**src/hw/vio_link_consts.svh**
```systemverilog
// Constants for the virtual I/O link block.
`ifndef VIO_LINK_CONSTS_SVH
`define VIO_LINK_CONSTS_SVH
`define VL_NBITS 32
`define VL_CLK_HZ 50000000
`define VL_TBUS_MS 35
`define VL_TBUS_CYC ((`VL_TBUS_MS * `VL_CLK_HZ) / 1000)
`define VL_FRAME_BITS 70
`define VL_BIT_DIV 16
`define VL_TOUT_CYC 1000000
`define VL_FRESH_WAIT_CYC 1200
`define VL_SYNC_WORD 4'hA
`define VL_PEER_RUN_POS 32
`define VL_PEER_DEF_POS 33
`define VL_ADDR_CTRL 12'h000
`define VL_ADDR_OUT 12'h004
`define VL_ADDR_IN 12'h008
`define VL_ADDR_STAT 12'h00C
`define VL_ADDR_IRQ_STAT 12'h010
`define VL_ADDR_IRQ_MASK 12'h014
`define VL_ST_HEALTH_LSB 0
`define VL_ST_CONN_POS 2
`define VL_ST_PEER_RUN_POS 3
`define VL_IRQ_CONN_UP 0
`define VL_IRQ_CONN_LOST 1
`define VL_IRQ_DEFECT 2
`define VL_IRQ_RX 3
`endif

```
**src/hw/vio_link_pkg.sv**
```systemverilog
// Types for the virtual I/O link block.
package vio_link_pkg;
  typedef enum logic [1:0] {HEALTH_UNPOWERED = 2'h0, HEALTH_GOOD = 2'h1, HEALTH_DEFECT = 2'h2} health_t;
  typedef enum logic [3:0] {
    TX_IDLE = 4'h1,
    TX_LOAD = 4'h2,
    TX_SHIFT = 4'h4,
    TX_GAP = 4'h8
  } tx_state_t;
endpackage

```
**src/hw/vio_link.sv**
```systemverilog
// Virtual I/O link: cyclic 32-bit exchange with a peer, APB registers, indicators.
// Functional notes
// - Carry 32 output bits to the peer and 32 peer bits back as inputs.
// - One module per connection; signals are refreshed cyclically, not on demand.
// - A fresh output set is sent to the peer with the next frame.
// - Output to peer input within 35 ms.
// - Output bit k arrives as input bit k.
// - Pair A of one module is wired to pair B of the other.
// - Two redundant channels supervise each other.
// - On link loss inputs go to zero and controllers keep running.
// - A defective module stops its controller and zeroes its outputs.
// - Report own health, connection present, and peer run state.
// - Ready indicator on while operational, off otherwise.
// - Link-active indicator on while connected.
`timescale 1ns/10ps
`default_nettype none
`include "vio_link_consts.svh"
module vio_link (
  // Clock and reset.
  input wire logic I_CLK,
  input wire logic I_RESET_N,
  // APB slave.
  input wire logic I_PSEL,
  input wire logic I_PENABLE,
  input wire logic I_PWRITE,
  input wire logic [11:0] I_PADDR,
  input wire logic [31:0] I_PWDATA,
  output logic O_PREADY,
  output logic O_PSLVERR,
  output logic [31:0] O_PRDATA,
  // Controller side.
  input wire logic I_CTRL_RUN,
  input wire logic I_POWER_OK,
  output logic O_CTRL_STOP,
  output logic O_IRQ,
  // Link pairs, A transmits and B receives.
  output logic O_PAIR_A_POSITIVE,
  input wire logic I_PAIR_B_POSITIVE,
  // Indicators.
  output logic O_READY_LED,
  output logic O_LINK_ACTIVE_INDICATOR,
  output logic O_FAULT_LED,
  // Visible health for the controller.
  output vio_link_pkg::health_t O_HEALTH
);
  import vio_link_pkg::*;

  localparam int NB = `VL_NBITS;
  localparam int FB = `VL_FRAME_BITS;
  localparam logic [31:0] TOUT = 32'(`VL_TOUT_CYC);

  // Registers.
  logic [NB-1:0] out_a_ff, out_b_ff;
  logic [NB-1:0] in_ff;
  logic fresh_ff, conn_ff, seen_ff, peer_run_ff, defect_ff;
  logic [3:0] irq_st_ff, irq_mask_ff;
  logic ctrl_run_ff;
  tx_state_t tx_ff;
  logic [FB-1:0] txsh_ff, rxsh_ff;
  logic [6:0] txcnt_ff;
  logic [3:0] div_ff;
  logic [31:0] tout_ff;
  logic rx_d_ff;

  // Decode.
  wire wr = I_PSEL && I_PENABLE && I_PWRITE;
  wire rd_sel = I_PSEL && !I_PENABLE && !I_PWRITE;
  wire a_ctrl = I_PADDR == `VL_ADDR_CTRL;
  wire a_out = I_PADDR == `VL_ADDR_OUT;
  wire a_in = I_PADDR == `VL_ADDR_IN;
  wire a_st = I_PADDR == `VL_ADDR_STAT;
  wire a_is = I_PADDR == `VL_ADDR_IRQ_STAT;
  wire a_im = I_PADDR == `VL_ADDR_IRQ_MASK;
  wire mapped = a_ctrl | a_out | a_in | a_st | a_is | a_im;
  wire bit_tick = div_ff == 4'(`VL_BIT_DIV - 1);
  // Output write: the controller's end-of-cycle handover, stored in both channels.
  wire out_wr = wr && a_out && !defect_ff;
  // The two channels must agree; any mismatch is taken as a module defect.
  wire chan_mismatch = out_a_ff != out_b_ff;
  wire go_defect = chan_mismatch || !I_POWER_OK;
  health_t health;
  assign health = !I_POWER_OK ? HEALTH_UNPOWERED : (defect_ff ? HEALTH_DEFECT : HEALTH_GOOD);
  // Frame: sync nibble, peer flags, 32 bits in index order, inverted copy of the bits.
  wire [NB-1:0] tx_bits = defect_ff ? '0 : out_a_ff;
  wire [FB-1:0] frame = {`VL_SYNC_WORD, ctrl_run_ff, defect_ff, tx_bits, ~tx_bits};
  wire [NB-1:0] rx_bits = rxsh_ff[2*NB-1:NB];
  wire rx_ok = rxsh_ff[FB-1:FB-4] == `VL_SYNC_WORD && rx_bits == ~rxsh_ff[NB-1:0];
  wire rx_peer_def = rxsh_ff[FB-6];
  wire rx_peer_run = rxsh_ff[FB-5];
  wire rx_take = bit_tick && rx_ok;
  wire timed_out = tout_ff == TOUT;
  wire [3:0] ev = {rx_take, go_defect && !defect_ff, timed_out && conn_ff, rx_take && !conn_ff};
  wire [31:0] status = {28'h0000000, peer_run_ff, conn_ff, health};
  wire [31:0] rd_mux =
    a_ctrl ? {30'h00000000, fresh_ff, ctrl_run_ff} :
    a_out ? out_a_ff :
    a_in ? in_ff :
    a_st ? status :
    a_is ? {28'h0000000, irq_st_ff} :
    a_im ? {28'h0000000, irq_mask_ff} : 32'h00000000;

  // APB answers in the access phase with zero wait states.
  always_ff @(posedge I_CLK or negedge I_RESET_N) begin
    if (!I_RESET_N) begin
      O_PRDATA <= 32'h00000000;
      O_PREADY <= 1'b0;
      O_PSLVERR <= 1'b0;
    end else begin
      O_PREADY <= I_PSEL && !I_PENABLE;
      O_PSLVERR <= I_PSEL && !I_PENABLE && !mapped;
      if (rd_sel) begin
        O_PRDATA <= rd_mux;
      end
    end
  end

  // Redundant copies of the output set.
  always_ff @(posedge I_CLK or negedge I_RESET_N) begin
    if (!I_RESET_N) begin
      out_a_ff <= 32'h00000000;
      out_b_ff <= 32'h00000000;
      fresh_ff <= 1'b0;
      ctrl_run_ff <= 1'b0;
    end else begin
      if (defect_ff) begin
        out_a_ff <= 32'h00000000;
        out_b_ff <= 32'h00000000;
      end else if (out_wr) begin
        out_a_ff <= I_PWDATA;
        out_b_ff <= I_PWDATA;
      end
      ctrl_run_ff <= I_CTRL_RUN;
      if (out_wr) begin
        fresh_ff <= 1'b1;
      end else if (tx_ff == TX_LOAD) begin
        fresh_ff <= 1'b0;
      end
    end
  end

  // Defect is latched until reset; the controller is told to stop.
  always_ff @(posedge I_CLK or negedge I_RESET_N) begin
    if (!I_RESET_N) begin
      defect_ff <= 1'b0;
      O_CTRL_STOP <= 1'b0;
      O_FAULT_LED <= 1'b0;
      O_HEALTH <= HEALTH_UNPOWERED;
    end else begin
      if (go_defect) begin
        defect_ff <= 1'b1;
      end
      O_CTRL_STOP <= defect_ff;
      O_FAULT_LED <= defect_ff;
      O_HEALTH <= health;
    end
  end

  // Bit-rate divider.
  always_ff @(posedge I_CLK or negedge I_RESET_N) begin
    if (!I_RESET_N) begin
      div_ff <= 4'h0;
    end else begin
      div_ff <= bit_tick ? 4'h0 : div_ff + 4'h1;
    end
  end

  // Transmitter sends frames back to back when a fresh set is pending, else one bit time apart; a fresh set is loaded at the next frame start.
  // A frame is 70 bits of 16 cycles, so any set leaves well inside the transfer budget.
  always_ff @(posedge I_CLK or negedge I_RESET_N) begin
    if (!I_RESET_N) begin
      tx_ff <= TX_IDLE;
      txsh_ff <= '0;
      txcnt_ff <= 7'h00;
      O_PAIR_A_POSITIVE <= 1'b0;
    end else begin
      case (tx_ff)
        TX_IDLE: begin
          if (bit_tick) begin
            tx_ff <= TX_LOAD;
          end
        end
        TX_LOAD: begin
          txsh_ff <= frame;
          txcnt_ff <= 7'h00;
          tx_ff <= TX_SHIFT;
        end
        TX_SHIFT: begin
          if (bit_tick) begin
            O_PAIR_A_POSITIVE <= txsh_ff[FB-1];
            txsh_ff <= {txsh_ff[FB-2:0], 1'b0};
            txcnt_ff <= txcnt_ff + 7'h01;
            if (txcnt_ff == 7'(FB - 1)) begin
              tx_ff <= TX_GAP;
            end
          end
        end
        TX_GAP: begin
          tx_ff <= fresh_ff ? TX_LOAD : TX_IDLE;
        end
        default: begin
          tx_ff <= TX_IDLE;
        end
      endcase
    end
  end

  // Receiver samples once per bit and checks the sliding window for a valid frame.
  always_ff @(posedge I_CLK or negedge I_RESET_N) begin
    if (!I_RESET_N) begin
      rx_d_ff <= 1'b0;
      rxsh_ff <= '0;
      in_ff <= 32'h00000000;
      seen_ff <= 1'b0;
      conn_ff <= 1'b0;
      peer_run_ff <= 1'b0;
      tout_ff <= 32'h00000000;
    end else begin
      rx_d_ff <= I_PAIR_B_POSITIVE;
      if (rx_take) begin
        // The bit sampled on this tick may open the next frame, so it is kept, not dropped.
        rxsh_ff <= {{(FB-1){1'b0}}, rx_d_ff};
      end else if (bit_tick) begin
        rxsh_ff <= {rxsh_ff[FB-2:0], rx_d_ff};
      end
      if (rx_take) begin
        tout_ff <= 32'h00000000;
        conn_ff <= 1'b1;
        seen_ff <= 1'b1;
        // A defective peer sends zeros and is reported as stopped.
        peer_run_ff <= rx_peer_run && !rx_peer_def;
      end else if (timed_out) begin
        conn_ff <= 1'b0;
        peer_run_ff <= 1'b0;
      end else begin
        tout_ff <= tout_ff + 32'h00000001;
      end
      if (!conn_ff || !seen_ff) begin
        in_ff <= 32'h00000000;
      end
      if (rx_take) begin
        in_ff <= rx_bits;
      end
    end
  end

  // Interrupt status and mask; set wins over write-one-to-clear.
  always_ff @(posedge I_CLK or negedge I_RESET_N) begin
    if (!I_RESET_N) begin
      irq_st_ff <= 4'h0;
      irq_mask_ff <= 4'h0;
      O_IRQ <= 1'b0;
    end else begin
      irq_st_ff <= (irq_st_ff & ~((wr && a_is) ? I_PWDATA[3:0] : 4'h0)) | ev;
      if (wr && a_im) begin
        irq_mask_ff <= I_PWDATA[3:0];
      end
      O_IRQ <= |(irq_st_ff & irq_mask_ff);
    end
  end

  // Indicators.
  always_ff @(posedge I_CLK or negedge I_RESET_N) begin
    if (!I_RESET_N) begin
      O_READY_LED <= 1'b0;
      O_LINK_ACTIVE_INDICATOR <= 1'b0;
    end else begin
      O_READY_LED <= I_POWER_OK && !defect_ff;
      O_LINK_ACTIVE_INDICATOR <= conn_ff;
    end
  end

  property p_defect_zero;
    @(posedge I_CLK) disable iff (!I_RESET_N) defect_ff |=> out_a_ff == 32'h00000000;
  endproperty
  defect_zeroes_out_a: assert property (p_defect_zero) else $error("outputs not zeroed on defect");
  stop_follows_defect_a: assert property (@(posedge I_CLK) disable iff (!I_RESET_N)
    $rose(defect_ff) |=> O_CTRL_STOP) else $error("stop not raised");
  lost_inputs_zero_a: assert property (@(posedge I_CLK) disable iff (!I_RESET_N)
    (!conn_ff && !rx_take) |=> in_ff == 32'h00000000) else $error("inputs not zero when lost");
  first_frame_gate_a: assert property (@(posedge I_CLK) disable iff (!I_RESET_N)
    !seen_ff |-> in_ff == 32'h00000000) else $error("inputs before first frame");
  rx_bit_order_a: assert property (@(posedge I_CLK) disable iff (!I_RESET_N)
    rx_take |=> in_ff == $past(rx_bits)) else $error("bit order broken");
  // A pending set may wait a whole frame, longer than a delay range can span, so the wait is counted.
  logic [11:0] fresh_wait_ff;
  always_ff @(posedge I_CLK or negedge I_RESET_N) begin
    if (!I_RESET_N) begin
      fresh_wait_ff <= 12'h000;
    end else if (!fresh_ff || tx_ff == TX_LOAD) begin
      fresh_wait_ff <= 12'h000;
    end else begin
      fresh_wait_ff <= fresh_wait_ff + 12'h001;
    end
  end
  fresh_sent_a: assert property (@(posedge I_CLK) disable iff (!I_RESET_N)
    fresh_wait_ff < 12'(`VL_FRESH_WAIT_CYC)) else $error("fresh set not sent");
  ready_led_a: assert property (@(posedge I_CLK) disable iff (!I_RESET_N)
    defect_ff |=> !O_READY_LED) else $error("ready lit while defective");
  link_led_a: assert property (@(posedge I_CLK) disable iff (!I_RESET_N)
    $rose(conn_ff) |=> O_LINK_ACTIVE_INDICATOR) else $error("link indicator late");
  chan_check_a: assert property (@(posedge I_CLK) disable iff (!I_RESET_N)
    chan_mismatch |=> defect_ff) else $error("channel mismatch missed");
  health_report_a: assert property (@(posedge I_CLK) disable iff (!I_RESET_N)
    (defect_ff && I_POWER_OK) |=> O_HEALTH == HEALTH_DEFECT) else $error("health wrong");
endmodule
`default_nettype wire

```
**config.mk**
```make
export PLATFORM = sky130hd
export DESIGN_NAME = vio_link
export DESIGN_NICKNAME = d
export VERILOG_FILES = /design/src/hw/vio_link_pkg.sv /design/src/hw/vio_link.sv
export VERILOG_INCLUDE_DIRS = /design/src /design/src/hw
export SDC_FILE = /design/constraint.sdc
export NUM_CORES = 1
export LEC_CHECK = 0
export CAP_MARGIN = 10
export CORE_UTILIZATION = 45
export DETAILED_ROUTE_END_ITERATION = 7
export DONT_BUFFER_PORTS = 1
export HOLD_SLACK_MARGIN = 0.03
export PLACE_DENSITY_LB_ADDON = 0.15
export SLEW_MARGIN = 30
export SYNTH_ARGS = -nofsm -noshare
export SYNTH_HDL_FRONTEND = slang
export SYNTH_SLANG_ARGS = --single-unit
```
**constraint.sdc**
```tcl
create_clock -name I_CLK -period 2.7 [get_ports I_CLK]
set_input_delay 0.54 -clock I_CLK [delete_from_list [all_inputs] [get_ports I_CLK]]
set_output_delay 0.54 -clock I_CLK [all_outputs]
set_load 0.01 [all_outputs]
```
* Yosys cells after proc, flatten, opt, wreduce, memory -nomap -nowiden *
Index checks and enable logic that the tools add are counted.

storage, ports and cells
  bits in registers = 307
  output and inout port bits = 42
  logic and storage cells = 127
  input port bits = 52

operators by class
  bitwise gates (word level) = 11
  equality and inequality tests = 18
  mux-type cells = 33
  reductions and logical operators = 36
  $add $sub $neg = 3

operators with widths
  operator               number
  $mux 32                10
  $mux 70                3
  $pmux 70 s2            1
  $not 32->32            2
  $add 32x1->32 const B  1
  $eq 32x20->1 const B   1
  $eq 32x32->1           1
  $mux 4                 8
  $eq 12x4->1 const B    2
  $eq 12x5->1 const B    2
  $logic_and 1x1->1      16
  $pmux 4 s4             1
  $pmux 7 s2             1
  $eq 12x3->1 const B    1
  $eq 4x4->1 const B     3
  $logic_not 12->1       1
  $reduce_bool 2->1      6
  $and 4x4->4            2
  $logic_not 1->1        8
  $ne 2x2->1 const B     4
  $add 7x1->7 const B    1
  $eq 7x7->1 const B     1
  $mux 7                 1
  $mux 2                 3
  other kinds (12)       21

* Logic depth before layout (Yosys ltp) *
  depth after elaboration = 8
  depth in mapped cells = 9
  mapped depth without buffers = 7

* Worst setup path after synthesis *
No wires, ideal clock.

  path type = input port to flip-flop
  from = in I_PADDR[9]
  to = reg irq_mask_ff[1]
  path buffers = 1
  path slack = 599 ps
  cell stages on the path = 5
  library setup time = 127 ps
  data required time = 2573 ps
  arrival = 1974 ps
  cells stage by stage = nor4_2 nand3_2 or4b_1 buf_2 mux2_1

on the way
  cells in the longest elaborated chain, start to end = 2

ends and longest elaborated chain
  element                       line             RTL
  start: declaration            vio_link.sv:26   input wire logic [11:0] I_PADDR,
  $eq 12x5->1 (no source line)  n/a
  $logic_and 1x1->1             vio_link.sv:254  if (wr && a_im) begin
  end signal: assignment        vio_link.sv:255  irq_mask_ff <= I_PWDATA[3:0];
  end: declaration              vio_link.sv:56   logic [3:0] irq_st_ff, irq_mask_ff;

Every way passes these cells.
A chain may end at the register's enable or synchronous reset.

* Final worst setup path *
  from = reg div_ff[0]
  to = reg rxsh_ff[36]

on the way
  cells in the longest elaborated chain, start to end = 3
  elaborated cells between the ends (all ways) = 4
  those cells by class = 1 x eq/ne; 1 x mux; 2 x reduce/logical

ends and longest elaborated chain
  element                                       line             RTL
  start: declaration                            vio_link.sv:61   logic [3:0] div_ff;
  start signal: assignment                      vio_link.sv:163  div_ff <= bit_tick ? 4'h0 : div_ff + 4'h1;
  $eq 4x4->1 *                                  vio_link.sv:75   wire bit_tick = div_ff == 4'(`VL_BIT_DIV - 1);
  $logic_and 1x1->1                             vio_link.sv:90   wire rx_take = bit_tick && rx_ok;
  $mux 70 or $reduce_bool 2->1 (tied branches)  n/a
  end signal: assignment                        vio_link.sv:221  rxsh_ff <= {{(FB-1){1'b0}}, rx_d_ff};
  end signal: assignment                        vio_link.sv:223  rxsh_ff <= {rxsh_ff[FB-2:0], rx_d_ff};
  end: declaration                              vio_link.sv:59   logic [FB-1:0] txsh_ff, rxsh_ff;

Every way passes the cells marked *; elsewhere a longest branch is shown, timed or not.

==> metrics.md <==
| Metric | Value |
|---|---|
| Status | `finished with violations` |
| Failing checks | `hold timing` |
| Initial Util | `0.459` |
| # rows | `63` |
| Ratio of cells with drive above 1 in the final layout | `0.101` |
| Maximum vdd drop | `0.382 mV` |
| Routed WL | `32,500 um` |
| Lkg Pwr | `6.36 nW` |
| ANT nets after route | `0` |
| Most frequent cells after synthesis | `nand2_1, dfrtp_1, o21ai_0` |
| Gr usage total | `0.214` |
| Postcts setup bufs | `0` |
| Clk slew on worst S/H paths | `0.06 ns` |
| Highest routed layer | `met4` |
| Synth area leaders | `dfrtp_1, nand2_1, o21ai_0` |
| Count of input and output buffers | `0` |
| Root buffer selected by CTS | `clkbuf_16` |
| FILL cells | `2,828` |
| Count of different cell masters after synthesis | `56` |
| Worst Tran Pin Value | `0.891 ns` |
| Routability cong. | `0.855` |
| Die Y | `176 um` |
| Post-synthesis sequential area ratio | `0.560` |
| Critical R2R Launch | `div_ff[0]$_DFF_PN0_` |
| PwrDens | `615 nW/um2` |
| CTS tree | `yes` |
| Ant. Diodes | `0` |
| H-tree Lvls | `2` |
| Highest Clock Rate | `435 MHz` |
| Slew headroom | `0.405` |
| Cell count after synthesis | `1,424` |
| Net count reported at finish | `1,450` |
| Vias in the first global route | `10,100` |
| Via density | `5.61` |
| Async set-or-reset flop fraction in the synthesized netlist | `1.00` |
| CP max FO | `30` |
| Unrepaired setup endpoints after global routing | `no` |
| Detail Route met2 WL | `15,100 um` |
| Final Cycle Share | `0.852` |
| Flops & latches, synth | `306` |
| Placement Setup Slack | `0.405 ns` |
| First-pass GRT wire length | `53,900 um` |
| Final hold vios | `306` |
| Hold WS | `-0.268 ns` |
| Synthesized cell area | `13,700 um2` |
| Final TNS setup | `0 ns` |
| Initial antenna violation count | `0` |
| Resize count post-CTS | `0` |
| # hold bufs at CTS | `1` |
| Drt wl/cell | `17.9 um` |
| Crit Path Category | `flop to flop` |
| Post-synth EDFFs | `0` |
| Final Max Tran Viols | `0` |
| Final Non-Filler Cells | `1,810` |
| Crit. Startpoint | `div_ff[0]$_DFF_PN0_` |
| Largest net degree at the start of global routing | `307` |
| Core ar. | `29,800 um2` |
| CTS buffer count | `36` |
| Inst Count DP | `1,744` |
| Critical path required time | `3.09 ns` |
| Critical path capture point type | `flop` |
| Final Core Density | `0.510` |
| Routed length on met3 | `963 um` |
| Most common cell in the synthesized netlist | `nand2_1` |
| Ys Warns | `0` |
| Cell taking the most area after synthesis | `dfrtp_1` |
| DRT met1 WL | `15,500 um` |
| Syn Area/Cell | `9.60 um2` |
| Die width | `176 um` |
| Total die area | `31,100 um2` |
| Crit path time final | `2.30 ns` |
| Final WS setup | `0.401 ns` |
| Clk_skew | `0.0204 ns` |
| Top_reg_cell synth | `dfrtp_1` |
| Area grow syn2layout | `11.2%` |
| Remaining DRCs | `0` |
| Startpoint types | `flop` |
| Top cell type's share of synthesized area | `0.558` |
| Arrival time at the worst endpoint | `2.69 ns` |
| CTS Sinks | `306` |
| Drt first-iter violations | `754` |
| Vias | `10,100` |
| Congestion Overflow GR | `0` |
| Io pins | `94` |
| Syn Nets | `1,481` |
| # Max-Cap Violations | `0` |
| First-pass DRT Iterations | `4` |
| Detailed placement HPWL | `20,900 um` |
| Hold Path Class | `input port to async pin` |
| Worst-skew pair later-pin latency | `0.52 ns` |
| Setup Viol. Count Final | `0` |
| Largest buffer count on any clock path | `3` |
[final timing paths]
| kind | end | slack (ns) | cells after the start |
|---|---|---|---|
| setup / recovery | rxsh_ff[36]$_DFFE_PN0P_ | 0.40 | 7 |
| hold / removal | txcnt_ff[5]$_DFFE_PN0P_ | -0.27 | 0 |
| setup reg to reg | rxsh_ff[36]$_DFFE_PN0P_ | 0.40 | 7 |
| hold reg to reg | rxsh_ff[0]$_DFFE_PN0P_ | 0.44 | 2 |
| max in group asynchronous | txsh_ff[69]$_DFFE_PN0P_ | 2.40 | 0 |
| min in group I_CLK | ctrl_run_ff$_DFF_PN0_ | 0.06 | 0 |
[cell usage in the layout (no fill, tap or decap), types with 3 or more instances in the layout]
| cell type | n |
|---|---|
| nand2_1 | 347 |
| dfrtp_1 | 304 |
| o21ai_0 | 124 |
| a21oi_1 | 73 |
| a22oi_1 | 61 |
| nor2_1 | 55 |
| nand4_1 | 52 |
| nand3_1 | 46 |
| xnor2_1 | 39 |
| clkbuf_16 | 38 |
| o22ai_1 | 33 |
| o21ai_2 | 30 |
| buf_4 | 29 |
| xor2_1 | 27 |
| nor4_1 | 18 |
| inv_1 | 14 |
| clkbuf_1 | 11 |
| and3_1 | 9 |
| mux2i_1 | 8 |
| clkbuf_8 | 8 |
| nand2b_1 | 7 |
| nor3_1 | 7 |
| nor4_2 | 6 |
| ha_1 | 5 |
| clkinv_2 | 5 |
| and4_1 | 4 |
| nor4b_1 | 4 |
| buf_12 | 4 |
| or3_1 | 3 |
| nor3_2 | 3 |
| nand3_2 | 3 |
| a22o_1 | 3 |
| a31oi_1 | 3 |
[layer usage]
metal / global-route usage / vias up
met5: 0 / -
met4: 0.0675 / 0
met3: 0.0293 / 59
met2: 0.342 / 128
met1: 0.302 / 5050
li1: - / 4909
[kinds of logic (layout without fill, tap and decap cells)]
family,Yosys count,count (layout),synth area share
and+or+nand+nor,583,583,0.197
AOI/OAI and AO/OA,336,336,0.149
DFF,306,306,0.560
buffers and inverters,117,113,0.0392
xor gates and xnor gates,66,66,0.0423
muxes,11,11,0.00833
adders and majority gates,5,5,0.00457
[report_power, final]
| part | internal (mW) | leakage, nW | switching (mW) |
|---|---|---|---|
| sequential | 4.60 | 4.02 | 0.0136 |
| clock | 2.81 | 0.566 | 1.88 |
| combinational | 0.0193 | 1.78 | 0.0277 |
| total | 7.43 | 6.36 | 1.92 |
[cell type report]
type / count / area, um2 / area share
multi-input cells: 1001 / 5540 / 0.364
clock buffers: 57 / 1100 / 0.0725
flip-flops and latches: 306 / 7660 / 0.504
repair buffers: 34 / 308 / 0.0202
well taps: 390 / 488 / 0.0321
clock inverters: 8 / 56.3 / 0.00370
inverters: 14 / 52.6 / 0.00346
[sequential cells by signal, summed over array words and instances, names as in the netlist, 2 cells and up]
name and cells:
in_ff 32, rxsh_ff 70, txcnt_ff 7, txsh_ff 70, O_PRDATA 32, irq_st_ff 4, tout_ff 32, O_HEALTH 2
out_b_ff 32, tx_ff 4, div_ff 4, irq_mask_ff 4
[worst max-delay path, cell delays in order (launching register included)]
cell and delay [ns]:
dfrtp_1 0.38, ha_1 0.25, nand3_2 0.28, nor3_1 0.26, nand4_1 0.17, nor4_4 0.43
buf_12 0.28, o21ai_0 0.13
[through the flow]
step / power, mW / hold WS (ns) / cell area, um2
CTS: 9.45 / -0.288 / 15200
detailed placement: 4.74 / 0.257 / 14000
global placement: 4.74 / 0.259 / 14000
global route: 9.64 / -0.296 / 15200
finish: 9.35 / -0.268 / 15200
floorplan: 4.74 / 0.244 / 13700
Note: power is estimated with default switching activity, not from simulation.
